==> config.mk <==
export PLATFORM = sky130hd
export DESIGN_NAME = pump_user_io_controller
export DESIGN_NICKNAME = d
export VERILOG_FILES = /design/src/logic/user_io_pkg.sv /design/src/logic/input_edge_sync.sv /design/src/logic/pump_user_io_controller.sv
export VERILOG_INCLUDE_DIRS = /design/src /design/src/logic
export SDC_FILE = /design/constraint.sdc
export NUM_CORES = 1
export LEC_CHECK = 0
export BUFFER_PORTS_ARGS = -buffer_cell sky130_fd_sc_hd__buf_2
export CAP_MARGIN = 20
export CORE_MARGIN = 3
export CORE_UTILIZATION = 44
export DETAILED_ROUTE_END_ITERATION = 10
export GPL_ROUTABILITY_DRIVEN = 0
export PLACE_DENSITY = 0.79
export SLEW_MARGIN = 20
export SYNTH_ARGS = -nofsm -noshare
export SYNTH_HDL_FRONTEND = slang
export SYNTH_SLANG_ARGS = --single-unit
==> constraint.sdc <==
create_clock -name clk -period 1.3 [get_ports clk]
set_input_delay 0.065 -clock clk [delete_from_list [all_inputs] [get_ports clk]]
set_output_delay 0.065 -clock clk [all_outputs]
set_load 0.02 [all_outputs]
==> src/logic/user_io_defs.svh <==
// Constants for the user I/O connector logic
`ifndef USER_IO_DEFS_SVH
`define USER_IO_DEFS_SVH

// Footswitch mode encodings
`define FSW_MODE_TOGGLE 2'h0
`define FSW_MODE_FOLLOW 2'h1
`define FSW_MODE_INVERT 2'h2

// Reset values and direction encodings
`define TRIG_OUT_RESET 1'h0
`define DIR_INFUSE 1'h0
`define DIR_REFILL 1'h1

// Least input pulse width the far side holds, in ms, and the clock rate
`define MIN_PULSE_MS 100
`define CLK_HZ 50000000

`endif

==> src/logic/user_io_pkg.sv <==
// Types for the user I/O connector logic
package user_io_pkg;

    // Footswitch mode selector
    typedef enum logic [1:0]
    {
        FSW_TOGGLE = 2'h0,
        FSW_FOLLOW = 2'h1,
        FSW_INVERT = 2'h2,
        FSW_SPARE = 2'h3
    } fsw_mode_type;

    // Synchronised edges of the three inputs
    typedef struct packed
    {
        logic dir_rise;
        logic dir_fall;
        logic evt_fall;
        logic fsw_rise;
        logic fsw_fall;
    } in_edges_type;

    // Output pin group
    typedef struct packed
    {
        logic trig1;
        logic trig2;
        logic sync;
        logic dir;
        logic valve;
        logic run_led_n;
    } out_pins_type;

endpackage : user_io_pkg

==> src/logic/input_edge_sync.sv <==
// Two-stage synchroniser with edge detection for one input
module input_edge_sync
(
    // Clock and reset
    input wire logic clk,
    input wire logic reset_n,
    // Raw pin and detected edges
    input wire logic pin,
    output logic rise,
    output logic fall
);
    typedef struct packed
    {
        logic meta;
        logic stable;
        logic prev;
    } sync_state_type;

    sync_state_type state_reg;
    sync_state_type state_next;

    // Inputs are pulled high, so idle level is one
    always_comb
    begin
        state_next = state_reg;
        state_next.meta = pin;
        state_next.stable = state_reg.meta;
        state_next.prev = state_reg.stable;
    end

    always_ff @(posedge clk or negedge reset_n)
    begin
        if (!reset_n)
            state_reg <= 3'h7;
        else
            state_reg <= state_next;
    end

    // Compare successive sampled values, never the first stage
    assign rise = state_reg.stable & ~state_reg.prev;
    assign fall = ~state_reg.stable & state_reg.prev;
endmodule : input_edge_sync

==> src/logic/pump_user_io_controller.sv <==
// User I/O connector logic of the pump controller
// Summary of operation
// - Direction input rising sets infuse, falling sets refill.
// - Event trigger input falling edge fires one program event pulse.
// - Toggle mode: footswitch falling edge toggles run and stop.
// - Follow mode: footswitch rising starts, falling stops pumping.
// - Inverted mode: falling starts, rising stops; setting selects mode.
// - Two trigger outputs reset low, set only by method or command.
// - Sync output rises at infuse start, falls at refill start.
// - Direction output high in refill, low in infuse.
// - Valve output high actuates valve, low leaves it off.
// - Automatic valve setting makes valve follow direction changes.
// - Run indicator low while running, high while stopped.
`include "user_io_defs.svh"

module pump_user_io_controller
(
    // Clock and reset
    input wire logic clk,
    input wire logic reset_n,
    // Connector inputs
    input wire logic dir_in,
    input wire logic event_in,
    input wire logic footswitch_in,
    // Configuration
    input wire user_io_pkg::fsw_mode_type fsw_mode,
    input wire logic valve_auto,
    // Method or serial commands
    input wire logic trig1_set,
    input wire logic trig1_clr,
    input wire logic trig2_set,
    input wire logic trig2_clr,
    input wire logic valve_cmd_on,
    input wire logic valve_cmd_off,
    input wire logic run_cmd,
    input wire logic stop_cmd,
    input wire logic infuse_cmd,
    input wire logic refill_cmd,
    // Connector outputs
    output user_io_pkg::out_pins_type pins,
    // Internal state towards the controller
    output logic running,
    output logic refill_dir,
    output logic event_pulse
);
    typedef struct packed
    {
        user_io_pkg::out_pins_type pins;
        logic running;
        logic refill_dir;
        logic event_pulse;
    } ctrl_state_type;

    ctrl_state_type state_reg;
    ctrl_state_type state_next;
    user_io_pkg::in_edges_type edges;

    // One synchroniser per connector input
    input_edge_sync u_dir_sync
    (
        .clk(clk),
        .reset_n(reset_n),
        .pin(dir_in),
        .rise(edges.dir_rise),
        .fall(edges.dir_fall)
    );

    input_edge_sync u_evt_sync
    (
        .clk(clk),
        .reset_n(reset_n),
        .pin(event_in),
        .rise(),
        .fall(edges.evt_fall)
    );

    input_edge_sync u_fsw_sync
    (
        .clk(clk),
        .reset_n(reset_n),
        .pin(footswitch_in),
        .rise(edges.fsw_rise),
        .fall(edges.fsw_fall)
    );

    // Footswitch decode; spare mode code acts as no footswitch at all
    function automatic logic [1:0] fsw_action(
        input user_io_pkg::fsw_mode_type mode,
        input logic rise,
        input logic fall,
        input logic run_now
    );
        logic start;
        logic stop;
        start = 1'h0;
        stop = 1'h0;
        case (mode)
            user_io_pkg::FSW_TOGGLE:
            begin
                start = fall & ~run_now;
                stop = fall & run_now;
            end
            user_io_pkg::FSW_FOLLOW:
            begin
                start = rise;
                stop = fall;
            end
            user_io_pkg::FSW_INVERT:
            begin
                start = fall;
                stop = rise;
            end
            default:
            begin
                start = 1'h0;
                stop = 1'h0;
            end
        endcase
        return {start, stop};
    endfunction : fsw_action

    // Next state of direction, run, valve and trigger outputs
    always_comb
    begin
        logic [1:0] act;
        logic dir_new;
        logic run_new;
        act = fsw_action(fsw_mode, edges.fsw_rise, edges.fsw_fall,
            state_reg.running);
        state_next = state_reg;
        dir_new = state_reg.refill_dir;
        run_new = state_reg.running;

        // Pin edges take priority over commands in the same cycle
        if (infuse_cmd)
            dir_new = `DIR_INFUSE;
        else if (refill_cmd)
            dir_new = `DIR_REFILL;
        if (edges.dir_rise)
            dir_new = `DIR_INFUSE;
        else if (edges.dir_fall)
            dir_new = `DIR_REFILL;

        if (run_cmd)
            run_new = 1'h1;
        else if (stop_cmd)
            run_new = 1'h0;
        if (act[1])
            run_new = 1'h1;
        else if (act[0])
            run_new = 1'h0;

        state_next.refill_dir = dir_new;
        state_next.running = run_new;
        state_next.event_pulse = edges.evt_fall;

        // Outputs follow the state being registered now
        state_next.pins.dir = dir_new;
        state_next.pins.sync = ~dir_new;
        state_next.pins.run_led_n = ~run_new;

        // Valve: commands, or direction tracking when automatic
        if (valve_auto)
        begin
            if (dir_new != state_reg.refill_dir)
                state_next.pins.valve = ~state_reg.pins.valve;
        end
        else if (valve_cmd_on)
            state_next.pins.valve = 1'h1;
        else if (valve_cmd_off)
            state_next.pins.valve = 1'h0;

        // Trigger outputs change only by command; set wins over clear
        if (trig1_set)
            state_next.pins.trig1 = 1'h1;
        else if (trig1_clr)
            state_next.pins.trig1 = 1'h0;
        if (trig2_set)
            state_next.pins.trig2 = 1'h1;
        else if (trig2_clr)
            state_next.pins.trig2 = 1'h0;
    end

    // Reset: infuse, stopped, valve off, triggers low, sync high
    always_ff @(posedge clk or negedge reset_n)
    begin
        if (!reset_n)
            state_reg <= {`TRIG_OUT_RESET, `TRIG_OUT_RESET, 1'h1,
                `DIR_INFUSE, 1'h0, 1'h1, 1'h0, `DIR_INFUSE, 1'h0};
        else
            state_reg <= state_next;
    end

    assign pins = state_reg.pins;
    assign running = state_reg.running;
    assign refill_dir = state_reg.refill_dir;
    assign event_pulse = state_reg.event_pulse;
endmodule : pump_user_io_controller

==> metrics.txt <==
status finished clean; CTS tree done; Post-layout nets around 100; top cells by area, synth dfstp_2, dfrtp_1, inv_1, xnor2_1, a21oi_1; H-tree lvl count 1; Core Area about 1200 um^2; Post-synth top cells dfstp_2, dfrtp_1, inv_1; critical path capture point type register; Post-synth EDFFs 0; CP top delay family simple AND/OR/NAND/NOR gates; Final ANT Viol Nets 0; DRT Wirelength roughly 1.2 mm; Most used DFF post-synth dfstp_2; starting density of the core 51.1%; count leader, synth dfstp_2; Overall Global Routing Usage 14.4%; vias in the first global route ~510; Net Sw Power 0.267 mW; clk buf depth 2; async set or reset register ratio after synthesis between 90% and 100%; post-route clock period utilization ~96%; final setup fails 0; MaxCap Viol Count 0; Fin. Hold Viols 0; sw frac between 20 and 25%; worst skew pair latency about 0.28 ns; die area about 1900 um^2; critical path class register to register; I/O pin count 27; dpl hpwl around 860 um; vias per cell around 4.8; clock sinks 17; Mapped Area ~620 um^2; number of port buffers 26; pins over their slew limit 0; CP Cell Sequence nor2b_2, or2_2, a311oi_1; dpl ws ~0.029 ns; Worst path slowest cell dfrtp_2; worst path required time between 1 and 1.5 ns; Leak about 0.42 nW; classification of the worst-slack hold path input port to register; DIE HEIGHT ~44 um; crit start category register; Die Wd between 40 and 50 um; Synth-to-Final Area Change 41.4%; slowest stage delay, CP 0.41 ns; sequential share of power 56.5%; Site Rows 12; cell-internal power 0.810 mW; total CTS buffers 3; Synth cell types 18; routed vias 460; largest net degree at the start of global routing 18; Final WS setup 0.0504 ns; post-synth top area cell dfstp_2; total gr overflow 0; WL/cell roughly 12 um; YS warnings 0; Fin Clk Skew between 0.005 and 0.006 ns; Crit Path Max Fanout 3; Buf+Inv Stages, Crit Path 0; Seq/Total Area, Yosys a little over two thirds; Largest register FFs 5; Iter 0 DRT Violations 5; design area just under 900 um^2; share of total power in combinational logic between 10% and 20%; First-pass DRT Iterations 3; first-pass GRT wire length 1.99 mm; dpl cell area about 760 um^2; #FFs+latches synth 17; top cell type's share of synthesized area between 40% and 50%; share of cells above drive strength 1 58.5%; clk slew on worst S/H paths around 0.090 ns; slew of the pin with the lowest slew margin roughly 0.36 ns; worst vdd ir ~900 uV; Clk pwr share between 20% and 30%; mean area per synthesized cell 14.1 um^2; # diodes 0; Rel. slew slack between 70% and 80%; syn nets 62; crit path time final about 1.2 ns; Power Density 1220 nW/um^2; Post-Synthesis Cells 44; clock root buffer clkbuf_4; fmax about 0.80 GHz; drt drc 0; hold slack final roughly 0.05 ns; initial antenna violation count 0; arrival time worst endpoint 1.43 ns; unrepaired setup endpoints after global routing true
==> path summary, 6_finish.rpt <==
kind,start,endpoint,slack (ns),cells past startpoint
worst max-delay path,running,pins[0],0.05,3
worst min-delay path,valve_cmd_on,pins[1],0.05,3
worst max register to register,running,pins[0],0.05,3
worst min register to register,u_dir_sync.state_next[1],u_dir_sync.state_next[0],0.36,0
max in group asynchronous,reset_n,u_fsw_sync.state_next[1],0.78,2
min in group asynchronous,reset_n,running,0.21,2
==> worst min-delay path: stages <==
cell	delay, ns
buf_2	0.07
a211oi_1	0.04
a21oi_1	0.11
==> per-stage QoR <==
| stage | util [%] | std cells | setup TNS [ns] | power [mW] |
|---|---|---|---|---|
| global route | 72.3 | 96 | -0.00923 | 1.15 |
| global placement | 62.8 | 83 | 0 | 0.790 |
| floorplan | - | 44 | 0 | 0.724 |
| CTS | 70.7 | 94 | 0 | 1.08 |
| finish | 72.3 | 96 | 0 | 1.08 |
| detailed placement | 62.8 | 83 | 0 | 0.799 |
==> layout make-up <==
type	count	area, um^2
flip-flops and latches	17	440
clock buffers	4	26.3
inverters	5	18.8
repair buffers	35	215
multi-input cells	21	161
fillers	85	337
well taps	14	17.5
==> power by group through the flow <==
stage / registers, mW / clock network [mW] / logic [mW]
2_1_floorplan: 0.653 / 0 / 0.0705
3_3_place_gp: 0.617 / 0 / 0.173
3_5_place_dp: 0.621 / 0 / 0.178
4_1_cts: 0.612 / 0.276 / 0.194
5_1_grt: 0.615 / 0.304 / 0.226
6_report: 0.609 / 0.262 / 0.206
==> layout by cell type, fill, tap and decap left out, types with 2 or more instances in the layout <==
master / instances
clkbuf_4: 3
o21bai_1: 2
a21o_1: 2
dfstp_2: 11
buf_4: 2
dfrtp_1: 5
inv_1: 5
buf_2: 26
a21oi_1: 3
xnor2_1: 2
nand3b_1: 2
dlygate4sd3_1: 7
==> repair_timing <==
item,CTS,global route
setup endpoints to repair,0,3
gates resized for setup,0,3
endpoints found under the hold margin,23,0
setup buffers,0,2
hold buffers,7,0
==> kinds of logic (layout without fill, tap and decap cells) <==
family	count (synthesis)	count (layout)	synth area share (%)
compound gates	11	11	12.3
xor+xnor	2	2	2.82
fa+ha+maj	1	1	1.81
buf+inv	6	44	4.23
flops	17	17	70.6
simple gates	7	7	8.25
==> layer usage <==
layer | vias to the layer above | GRT usage, % | part of all wire [%]
li1 | 224 | - | -
met1 | 220 | 12.7 | 36
met2 | 16 | 29.1 | 58
met3 | 0 | 6.64 | 6.4
met4 | 0 | 1.81 | 0
met5 | - | 0 | 0
Power figures use the tool's default switching activity.
